## src/include/lb_pkg.sv

```systemverilog
// Constants, register map and types for the leaky-bucket activity monitor
package lb_pkg;

  // Register byte addresses
  localparam logic [7:0] ADDR_LEAK_RATE_CFG0 = 8'h50;
  localparam logic [7:0] ADDR_ALARM_SET_LIMIT_CFG1 = 8'h54;
  localparam logic [7:0] ADDR_ALARM_CLEAR_LIMIT_CFG1 = 8'h58;
  localparam logic [7:0] ADDR_BUCKET_SIZE = 8'h5c;
  localparam logic [7:0] ADDR_IRQ_STATUS = 8'h60;
  localparam logic [7:0] ADDR_IRQ_MASK = 8'h64;
  localparam logic [7:0] ADDR_MONITOR_STATE = 8'h68;

  // Values after reset
  localparam logic [1:0] RST_LEAK_CODE = 2'h1;
  localparam logic [7:0] RST_ALARM_SET_LIMIT = 8'h06;
  localparam logic [7:0] RST_ALARM_CLEAR_LIMIT = 8'h04;
  localparam logic [7:0] RST_BUCKET_SIZE = 8'h08;

  // Field positions
  localparam int LEAK_CODE_LSB = 0;
  localparam int LEAK_CODE_MSB = 1;
  localparam int STATE_LEVEL_LSB = 0;
  localparam int STATE_LEVEL_MSB = 7;
  localparam int STATE_ALARM_BIT = 8;
  localparam int STATE_FULL_BIT = 9;

  // Interrupt events, one bit each in status and mask
  localparam int EV_W = 3;
  localparam int EV_ALARM_SET = 0;
  localparam int EV_ALARM_CLEAR = 1;
  localparam int EV_BUCKET_FULL = 2;

  // Timing: one monitoring cycle equals the fastest leak period
  localparam int unsigned CLK_PERIOD_NS = 4;
  localparam int unsigned MON_CYCLE_MS = 128;
  localparam int unsigned MON_CYCLE_CLKS = MON_CYCLE_MS * 1000000 / CLK_PERIOD_NS;

  typedef struct packed {
    logic [1:0] leak_code;
    logic [7:0] set_limit;
    logic [7:0] clear_limit;
    logic [7:0] bucket_max;
  } lb_cfg_s;

  typedef enum logic {
    ALARM_IDLE = 1'b0,
    ALARM_RAISED = 1'b1
  } alarm_e;

endpackage : lb_pkg

```

## src/leaky_bucket_activity_monitor.sv

```systemverilog
// Leaky-bucket activity monitor top with Avalon-MM registers and interrupt
`timescale 1ns/1ns
module leaky_bucket_activity_monitor #(
  parameter int unsigned CYCLE_CLKS = lb_pkg::MON_CYCLE_CLKS
) (
  // Clock and reset
  input wire logic core_clk,
  input wire logic rst,
  // Monitored input quality
  input wire logic input_bad,
  // Avalon-MM slave
  input wire logic [7:0] address,
  input wire logic read,
  input wire logic write,
  input wire logic [31:0] writedata,
  input wire logic [3:0] byteenable,
  output logic [31:0] readdata,
  output logic waitrequest,
  // Status
  output logic inactivity_alarm,
  output logic irq
);
  import lb_pkg::*;

  logic [31:0] div_cnt;
  logic cycle_tick;
  logic bad_latched;
  logic cycle_fail;
  lb_cfg_s cfg;
  logic [7:0] level;
  logic at_max;
  logic at_max_q;
  alarm_e alarm_state;
  alarm_e next_alarm_state;
  logic [EV_W-1:0] irq_status;
  logic [EV_W-1:0] irq_mask;
  logic [EV_W-1:0] ev_set;
  logic [EV_W-1:0] ev_clr;
  logic ack;
  logic wr_go;
  logic wr_lane0;
  logic [31:0] rd_mux;

  // Monitoring cycle divider
  always_ff @(posedge core_clk or posedge rst) begin
    if (rst) begin
      div_cnt <= 32'h0;
    end else if (cycle_tick) begin
      div_cnt <= 32'h0;
    end else begin
      div_cnt <= div_cnt + 32'h1;
    end
  end

  assign cycle_tick = (div_cnt >= 32'(CYCLE_CLKS - 1));

  // A glitch anywhere in the cycle marks the whole cycle bad
  always_ff @(posedge core_clk or posedge rst) begin
    if (rst) begin
      bad_latched <= 1'b0;
    end else if (cycle_tick) begin
      bad_latched <= 1'b0;
    end else if (input_bad) begin
      bad_latched <= 1'b1;
    end
  end

  assign cycle_fail = bad_latched | input_bad;

  lb_accum u_accum (
    .core_clk(core_clk),
    .rst(rst),
    .cycle_tick(cycle_tick),
    .cycle_fail(cycle_fail),
    .cfg(cfg),
    .level(level),
    .at_max(at_max)
  );

  // Alarm with hysteresis; a reach of the set limit wins if limits overlap
  always_comb begin
    next_alarm_state = alarm_state;
    unique case (alarm_state)
      ALARM_IDLE: begin
        if (level >= cfg.set_limit) begin
          next_alarm_state = ALARM_RAISED;
        end
      end
      ALARM_RAISED: begin
        if ((level <= cfg.clear_limit) && (level < cfg.set_limit)) begin
          next_alarm_state = ALARM_IDLE;
        end
      end
    endcase
  end

  always_ff @(posedge core_clk or posedge rst) begin
    if (rst) begin
      alarm_state <= ALARM_IDLE;
    end else begin
      alarm_state <= next_alarm_state;
    end
  end

  assign inactivity_alarm = (alarm_state == ALARM_RAISED);

  always_ff @(posedge core_clk or posedge rst) begin
    if (rst) begin
      at_max_q <= 1'b0;
    end else begin
      at_max_q <= at_max;
    end
  end

  // Bus handshake: one wait cycle, answer on the second cycle
  assign waitrequest = (read | write) & ~ack;
  assign wr_go = write & ack;
  assign wr_lane0 = wr_go & byteenable[0];

  always_ff @(posedge core_clk or posedge rst) begin
    if (rst) begin
      ack <= 1'b0;
    end else begin
      ack <= (read | write) & ~ack;
    end
  end

  // Configuration registers
  always_ff @(posedge core_clk or posedge rst) begin
    if (rst) begin
      cfg.leak_code <= RST_LEAK_CODE;
      cfg.set_limit <= RST_ALARM_SET_LIMIT;
      cfg.clear_limit <= RST_ALARM_CLEAR_LIMIT;
      cfg.bucket_max <= RST_BUCKET_SIZE;
    end else if (wr_lane0) begin
      case (address)
        ADDR_LEAK_RATE_CFG0: cfg.leak_code <= writedata[LEAK_CODE_MSB:LEAK_CODE_LSB];
        ADDR_ALARM_SET_LIMIT_CFG1: cfg.set_limit <= writedata[7:0];
        ADDR_ALARM_CLEAR_LIMIT_CFG1: cfg.clear_limit <= writedata[7:0];
        ADDR_BUCKET_SIZE: cfg.bucket_max <= writedata[7:0];
        default: begin
        end
      endcase
    end
  end

  always_ff @(posedge core_clk or posedge rst) begin
    if (rst) begin
      irq_mask <= '0;
    end else if (wr_lane0 && (address == ADDR_IRQ_MASK)) begin
      irq_mask <= writedata[EV_W-1:0];
    end
  end

  // Sticky events; a new event beats a simultaneous write-one clear
  always_comb begin
    ev_set = '0;
    ev_set[EV_ALARM_SET] = (alarm_state == ALARM_IDLE) && (next_alarm_state == ALARM_RAISED);
    ev_set[EV_ALARM_CLEAR] = (alarm_state == ALARM_RAISED) && (next_alarm_state == ALARM_IDLE);
    ev_set[EV_BUCKET_FULL] = at_max & ~at_max_q;
  end

  assign ev_clr = (wr_lane0 && (address == ADDR_IRQ_STATUS)) ? writedata[EV_W-1:0] : '0;

  always_ff @(posedge core_clk or posedge rst) begin
    if (rst) begin
      irq_status <= '0;
    end else begin
      irq_status <= (irq_status & ~ev_clr) | ev_set;
    end
  end

  assign irq = |(irq_status & irq_mask);

  // Read mux; unmapped addresses read as zero
  always_comb begin
    rd_mux = 32'h0;
    case (address)
      ADDR_LEAK_RATE_CFG0: rd_mux[LEAK_CODE_MSB:LEAK_CODE_LSB] = cfg.leak_code;
      ADDR_ALARM_SET_LIMIT_CFG1: rd_mux[7:0] = cfg.set_limit;
      ADDR_ALARM_CLEAR_LIMIT_CFG1: rd_mux[7:0] = cfg.clear_limit;
      ADDR_BUCKET_SIZE: rd_mux[7:0] = cfg.bucket_max;
      ADDR_IRQ_STATUS: rd_mux[EV_W-1:0] = irq_status;
      ADDR_IRQ_MASK: rd_mux[EV_W-1:0] = irq_mask;
      ADDR_MONITOR_STATE: begin
        rd_mux[STATE_LEVEL_MSB:STATE_LEVEL_LSB] = level;
        rd_mux[STATE_ALARM_BIT] = inactivity_alarm;
        rd_mux[STATE_FULL_BIT] = at_max;
      end
      default: rd_mux = 32'h0;
    endcase
  end

  // Captured in the wait cycle so it stands through the answer cycle
  always_ff @(posedge core_clk or posedge rst) begin
    if (rst) begin
      readdata <= 32'h0;
    end else if (read && !ack) begin
      readdata <= rd_mux;
    end
  end

  property p_raise;
    @(posedge core_clk) disable iff (rst)
    !inactivity_alarm && (level >= cfg.set_limit) |=> inactivity_alarm;
  endproperty
  a_raise: assert property (p_raise) else $error("alarm not raised at set limit");

  property p_no_early_raise;
    @(posedge core_clk) disable iff (rst)
    !inactivity_alarm && (level < cfg.set_limit) |=> !inactivity_alarm;
  endproperty
  a_no_early_raise: assert property (p_no_early_raise) else $error("alarm raised below limit");

  property p_clear;
    @(posedge core_clk) disable iff (rst)
    inactivity_alarm && (level <= cfg.clear_limit) && (level < cfg.set_limit) |=> !inactivity_alarm;
  endproperty
  a_clear: assert property (p_clear) else $error("alarm not cleared at clear limit");

  property p_hold;
    @(posedge core_clk) disable iff (rst)
    inactivity_alarm && (level > cfg.clear_limit) |=> inactivity_alarm;
  endproperty
  a_hold: assert property (p_hold) else $error("alarm dropped above clear limit");

  property p_bad_caught;
    @(posedge core_clk) disable iff (rst)
    input_bad && !cycle_tick |=> cycle_fail || $past(div_cnt) >= 32'(CYCLE_CLKS - 1);
  endproperty
  a_bad_caught: assert property (p_bad_caught) else $error("bad input lost in cycle");

  property p_bus_answer;
    @(posedge core_clk) disable iff (rst)
    (read || write) && waitrequest |=> !waitrequest;
  endproperty
  a_bus_answer: assert property (p_bus_answer) else $error("bus answer late");

  property p_event_sticky;
    @(posedge core_clk) disable iff (rst)
    $rose(inactivity_alarm) |-> irq_status[EV_ALARM_SET];
  endproperty
  a_event_sticky: assert property (p_event_sticky) else $error("alarm event not recorded");

  c_raise: cover property (@(posedge core_clk) disable iff (rst) $rose(inactivity_alarm));
  c_clear: cover property (@(posedge core_clk) disable iff (rst) $fell(inactivity_alarm));
  c_full: cover property (@(posedge core_clk) disable iff (rst) $rose(at_max));
  c_irq: cover property (@(posedge core_clk) disable iff (rst) $rose(irq));

endmodule : leaky_bucket_activity_monitor

```

## src/lb_accum.sv

```systemverilog
// Saturating leaky-bucket accumulator with programmable leak run length
`timescale 1ns/1ns
module lb_accum (
  // Clock and reset
  input wire logic core_clk,
  input wire logic rst,
  // Monitoring cycle result
  input wire logic cycle_tick,
  input wire logic cycle_fail,
  // Configuration
  input wire lb_pkg::lb_cfg_s cfg,
  // Bucket state
  output logic [7:0] level,
  output logic at_max
);
  import lb_pkg::*;

  logic [2:0] good_run;
  logic [2:0] run_last;
  logic run_done;
  logic [2:0] run_ref;

  // Run length 1, 2, 4 or 8 good cycles per leak
  assign run_last = 3'((4'h1 << cfg.leak_code) - 4'h1);
  // Greater-or-equal so a shortened run after a code change ends promptly
  assign run_done = (good_run >= run_last);
  assign at_max = (level >= cfg.bucket_max);

  // Separate run table so the run-length check does not reuse the shift above
  always_comb begin
    run_ref = 3'h0;
    unique case (cfg.leak_code)
      2'h0: run_ref = 3'h0;
      2'h1: run_ref = 3'h1;
      2'h2: run_ref = 3'h3;
      2'h3: run_ref = 3'h7;
    endcase
  end

  always_ff @(posedge core_clk or posedge rst) begin
    if (rst) begin
      good_run <= 3'h0;
    end else if (cycle_tick) begin
      if (cycle_fail || run_done) begin
        good_run <= 3'h0;
      end else begin
        good_run <= good_run + 3'h1;
      end
    end
  end

  always_ff @(posedge core_clk or posedge rst) begin
    if (rst) begin
      level <= 8'h00;
    end else if (cycle_tick) begin
      if (cycle_fail) begin
        if (level < cfg.bucket_max) begin
          level <= level + 8'h01;
        end
      end else if (run_done && (level != 8'h00)) begin
        level <= level - 8'h01;
      end
    end
  end

  property p_fill;
    @(posedge core_clk) disable iff (rst)
    cycle_tick && cycle_fail && (level < cfg.bucket_max) |=> level == $past(level) + 8'h01;
  endproperty
  a_fill: assert property (p_fill) else $error("bucket missed a fill");

  property p_leak;
    @(posedge core_clk) disable iff (rst)
    cycle_tick && !cycle_fail && run_done && (level != 8'h00) |=> level == $past(level) - 8'h01;
  endproperty
  a_leak: assert property (p_leak) else $error("bucket missed a leak");

  property p_no_early_leak;
    @(posedge core_clk) disable iff (rst)
    cycle_tick && !cycle_fail && (good_run < run_last) |=> $stable(level);
  endproperty
  a_no_early_leak: assert property (p_no_early_leak) else $error("bucket leaked too soon");

  property p_run_len;
    @(posedge core_clk) disable iff (rst)
    (level < $past(level)) |-> $past(good_run) >= $past(run_ref);
  endproperty
  a_run_len: assert property (p_run_len) else $error("leak run length wrong");

  property p_ceiling;
    @(posedge core_clk) disable iff (rst)
    cycle_tick && cycle_fail && (level >= cfg.bucket_max) |=> $stable(level);
  endproperty
  a_ceiling: assert property (p_ceiling) else $error("bucket overfilled");

  property p_floor;
    @(posedge core_clk) disable iff (rst)
    (level == 8'h00) && !(cycle_tick && cycle_fail) |=> level == 8'h00;
  endproperty
  a_floor: assert property (p_floor) else $error("bucket went below zero");

endmodule : lb_accum

```

## config.mk

```make
export PLATFORM = sky130hd
export DESIGN_NAME = leaky_bucket_activity_monitor
export DESIGN_NICKNAME = d
export VERILOG_FILES = /design/src/include/lb_pkg.sv /design/src/leaky_bucket_activity_monitor.sv /design/src/lb_accum.sv
export SDC_FILE = /design/constraint.sdc
export NUM_CORES = 1
export LEC_CHECK = 0
export ABC_AREA = 1
export BUFFER_PORTS_ARGS = -buffer_cell sky130_fd_sc_hd__buf_4
export CAP_MARGIN = 20
export CORE_ASPECT_RATIO = 2
export CORE_UTILIZATION = 26
export DETAILED_ROUTE_END_ITERATION = 8
export PLACE_DENSITY = 0.52
export SETUP_SLACK_MARGIN = 0.02
export SLEW_MARGIN = 10
export SYNTH_ARGS = -nofsm -noshare
export SYNTH_HDL_FRONTEND = slang
export SYNTH_SLANG_ARGS = --single-unit
```

## constraint.sdc

```tcl
create_clock -name core_clk -period 6.5 [get_ports core_clk]
set_input_delay 1.3 -clock core_clk [delete_from_list [all_inputs] [get_ports core_clk]]
set_output_delay 1.3 -clock core_clk [all_outputs]
set_load 0.05 [all_outputs]
```

# ---- Word level (Yosys, flattened, before mapping)
# Index checks and enable logic that the tools add are counted.
dict set report op_classes {
  n_addsub 5
  mul 0
  n_div 0
  order_cmp 7
  n_eq_ne 8
  shifts 1
  muxes 15
  n_bitwise 14
  n_reduce_logical 18
}
# operator n
set op_table {}
lappend op_table {{8-bit by 7-bit == test with 1-bit output (second input constant)} 7}
lappend op_table {{32-bit by 1-bit adder with 32-bit output (second input constant)} 1}
lappend op_table {{32-bit by 25-bit >= comparator with 1-bit output (second input constant)} 1}
lappend op_table {{32-bit 2-to-1 mux} 1}
lappend op_table {{8-bit 2-to-1 mux} 3}
lappend op_table {{5-bit one-hot mux with 4 select lines} 1}
lappend op_table {{8-bit >= comparator} 2}
lappend op_table {{8-bit less-than comparator} 2}
lappend op_table {{2-bit one-hot mux with 7 select lines} 1}
lappend op_table {{8-bit by 1-bit adder with 8-bit output (second input constant)} 1}
lappend op_table {{8-bit <= comparator} 1}
lappend op_table {{2-bit AND reduction} 4}
lappend op_table {{8-bit nonzero test} 1}
lappend op_table {{8-bit by 1-bit subtractor with 8-bit output (second input constant)} 1}
lappend op_table {{1-bit logical AND} 7}
lappend op_table {{3-bit bitwise AND} 2}
lappend op_table {{3-bit 2-to-1 mux} 2}
lappend op_table {{1-bit one-hot mux with 6 select lines} 1}
lappend op_table {{1-bit bitwise AND} 4}
lappend op_table {{1-bit 2-to-1 mux} 4}
lappend op_table {{1-bit inverter} 4}
lappend op_table {{2-bit nonzero test} 2}
lappend op_table {{3-bit by 1-bit adder with 3-bit output (second input constant)} 1}
lappend op_table {{3-bit >= comparator} 1}
lappend op_table {{12 further kinds} 13}
dict set report word_totals {
  ff_bits 89
  latchBits 0
  mem_bits_rw 0
  romBits 0
  in_bits 49
  output_inout_bits 35
  n_memories 0
}

# ---- Depth between registers and ports, before layout
dict set report depth {
  ltp_word 7
  ltp_mapped 13
  mapped_depth_nobuf 13
}

# ---- Hierarchy
# A second synthesis with hierarchy kept.
dict set report unflattened {
  cells_unflattened 744
  hier_area_um2 5601.6
}
# mod n_inst cells_each area_per_inst_um2 seq_area_each_um2
set modules_own_cells {}
lappend modules_own_cells {leaky_bucket_activity_monitor 1 577 4448.0 1958.1}
lappend modules_own_cells {lb_accum 1 167 1153.6 275.3}

# ---- Worst setup path before layout
# OpenSTA, ideal clock, no wires.
dict set report synth_timing {
  kind {input -> output}
  start {input write}
  end {output waitrequest}
  arrival_time_ps 1997
  path_slack_ps 3203
  stages 2
  n_path_buf 0
  cell_sequence {nor2_1 > nor2_1}
}
dict set report synth_via {
  elab_chain_len 2
}
# element line
set synth_lines {}
lappend synth_lines {{start, declared} leaky_bucket_activity_monitor.sv:14} ;# input wire logic write,
lappend synth_lines {{1-bit bitwise OR} leaky_bucket_activity_monitor.sv:116} ;# assign waitrequest = (read | write) & ~ack;
lappend synth_lines {{1-bit bitwise AND} leaky_bucket_activity_monitor.sv:116}
lappend synth_lines {{end, declared} leaky_bucket_activity_monitor.sv:18} ;# output logic waitrequest,
# Every way passes these cells.

# ---- Final worst setup path
dict set report layout_timing {
  start {input read}
  end {output waitrequest}
}
dict set report layout_via {
  elab_chain_len 2
}
# element line
set layout_lines {}
lappend layout_lines {{start, declared} leaky_bucket_activity_monitor.sv:13} ;# input wire logic read,
lappend layout_lines {{1-bit bitwise OR} leaky_bucket_activity_monitor.sv:116}
lappend layout_lines {{1-bit bitwise AND} leaky_bucket_activity_monitor.sv:116}
# Every way passes these cells.

==> results.cfg <==
[final_layout]
fin_area_mm2 = 0.00646
drive_gt1_frac = 0.126
finalNetCount = 855
area_growth_pct = 13.9
finalNonFillerCells = 1048
diodes = 0
fin_util = 0.301
num-fill-cells = 2401

[clocking]
cts.sinks = 89
ctsHoldBuffers = 0
clkTransAtPathRegs_ns = 0.06
cts_htree_levels = 3
cts_tree = yes
insertion_delay_ns = 0.36
clock_path_buffers = 2
clock-root-buffer = clkbuf_16
post_cts_resized = 0
postCtsSetupRepairBufs = 0
numCtsBuffers = 9

[synth]
muxShareOfSynthArea = 0
synth_top_family_by_area = simple AND/OR/NAND/NOR gates
synthFlopType = dfrtp_1
avgSynthCellArea_um2 = 7.81
synth_common_cells = 184 x nand2_1, 104 x inv_1, 84 x dfrtp_1
yosysSeqAreaShare = 0.394
synth_top_cell_area_share = 0.370
synth_xor_area_frac = 0.0278
synth-compound-area-share = 0.0882
synth_most_common_cell = nand2_1
synth_edf_count = 0
synth-adder-area-share = 0.0807
synth_top_area_cell = dfrtp_1
yosysUniqueCellTypes = 43
syn_area_mm2 = 0.00568
synth_cells = 727
ys_warn_count = 0
ys_ff_latch = 89
yosys-top-cells-area = dfrtp_1 37%, nand2_1 12%, ha_1 7.7%
synthSimpleGateAreaFrac = 0.295
async_flop_share = 1.00

[job]
maxCapViolCount = 0

[sta]
fin_hold_ws_ns = 0.455
post-route-period-util = 0.469
clock_skew_ns = 0.00834
fin_tns_setup_ns = 0
period_minus_slack_ns = 3.05
slew_headroom = 0.392
hold_viol = 0
final_max_slew_viol_count = 0
clock.fmax_mhz = 328
tightestPinTransition_ns = 0.911
rsz0062_at_grt = no
setup_violations = 0

[power_and_ir_drop]
intPower_mw = 1.17
p_clk_frac = 0.313
p_seq_frac = 0.357
power_frac_comb = 0.330
ir_worst_vdd_mv = 0.122
switching_power_uw = 660
power.leakage_nw = 3.15
p_per_area_mw_per_mm2 = 282
switching_share = 0.362

[setup_path]
cp.arrival_ns = 1.75
crit_family = buffers and inverters
crit_fanout = 2
cp_cell_sequence = buf_4 > nor2_1 > nor2_1 > buf_4
critPathKind = input pin to output port
crit_path_end_kind = output port
required_ns = 5.20
slowest_delay_ns = 0.22
crit_buf_inv = 2
start_kind = input pin
cpMaxStageDelayCell = buf_4

[detailed_routing]
wl_met1_um = 4530
drtIter0Drc = 175
ant_nets = 0
routedWlPerCell_um = 13.8
topRoutingLayerUsed = met4
wl_met3_um = 261
drc = 0
met2_wirelength_um = 8850
avgViaCountPerCell = 4.41
routed_wl_um = 14400
vias = 4623
drt_first_pass_iters = 4

[floorplan]
coreArea_mm2 = 0.0215
die_h_um = 211
ios = 84
rows = 76
start_util = 0.264
die-area_mm2 = 0.0225
die_w_um = 106

[place]
port_buffers = 34
dp.cells = 1032
dpl.hpwl_um = 11500
placed_area_mm2 = 0.00614
gp_routability_congestion = 0.838

[grt]
grt_usage = 0.139
grt_pass1_vias = 4699
antenna_found_initial = 0
overflow = 0
grt_pass1_wl_um = 23300
grt_start_max_net_pins = 52

[run_status]
status = completed

[hold_path]
hold_path.class = flop to flop
-- path summary, 6_finish.rpt --
| check | startpoint | end | slack [ns] | depth (start not counted) |
|---|---|---|---|---|
| min in group asynchronous | rst | div_cnt[17] | 1.11 | 2 |
| min reg2reg | ack | ack | 0.45 | 1 |
| min | ack | ack | 0.45 | 1 |
| max | read | waitrequest | 3.45 | 4 |
| max reg2reg | bad_latched | u_accum.level[6] | 4.15 | 10 |
| max in group asynchronous | rst | cfg[18] | 4.31 | 3 |
-- registers in the layout, summed over array words and instances (netlist names) --
signal and count:
ack 1, div_cnt 32, cfg 26, bad_latched 1, u_accum.level 8, irq_status 3, inactivity_alarm 1, readdata 10
at_max_q 1, irq_mask 3, u_accum.good_run 3
-- placed cells by master, fill, tap and decap left out, types with 2 or more instances in the layout --
cell type / netlist / final
buf_4: 25 / 36
or2_2: 2 / 2
nand3b_1: 2 / 2
nand3_1: 51 / 51
nor3_4: 3 / 3
inv_1: 104 / 103
xnor2_1: 7 / 7
xor2_1: 11 / 11
nand2_1: 184 / 184
nand4_1: 21 / 21
nand3_4: 3 / 3
nor2_1: 69 / 69
dfstp_2: 5 / 5
a22o_1: 2 / 2
o21ai_1: 4 / 4
o21ai_0: 35 / 35
bufinv_16: 0 / 2
o21ai_2: 17 / 17
conb_1: 1 / 29
clkbuf_16: 0 / 9
nor3_1: 10 / 10
a21oi_1: 14 / 14
inv_2: 2 / 2
a21o_1: 2 / 2
ha_1: 35 / 35
dfrtp_1: 84 / 84
nand2_2: 6 / 6
clkinv_2: 0 / 3
a21boi_0: 2 / 2
nand2_4: 3 / 3
nor3b_1: 3 / 3
-- stage by stage --
step | setup slack (ns) | total power, mW
final | 3.45 | 1.83
after global routing | 3.20 | 1.97
after CTS | 3.41 | 1.86
after detailed placement | 3.04 | 1.27
after global placement | 3.08 | 1.27
after floorplan | 2.90 | 1.12
-- layer usage --
metal	vias to the layer above	GRT usage
li1	2359	-
met1	2157	0.114
met2	70	0.290
met3	37	0.0207
met4	0	0.0931
met5	-	0
-- cell families after synthesis --
kind of cell | count (synthesis)
simple gates | 365
buf+inv | 138
flops | 89
compound gates | 80
fa+ha+maj | 36
xor+xnor | 18
other cells | 1
-- power groups by stage --
stage	Combinational [mW]	Clock [mW]	Sequential, mW
finish	0.602	0.571	0.653
CTS	0.614	0.593	0.654
global placement	0.606	0	0.665
global route	0.703	0.606	0.661
floorplan	0.469	0	0.651
detailed placement	0.610	0	0.664
-- area by class of cell --
type / instances / area (um^2) / share of cell area
Sequential cell: 89 / 2230 / 0.346
Timing Repair Buffer: 36 / 270 / 0.0418
Inverter: 106 / 399 / 0.0617
Clock inverter: 5 / 78.8 / 0.0122
Tap cell: 273 / 342 / 0.0528
Multi-Input combinational cell: 528 / 2900 / 0.448
Clock buffer: 11 / 243 / 0.0376
Power figures use the tool's default switching activity.
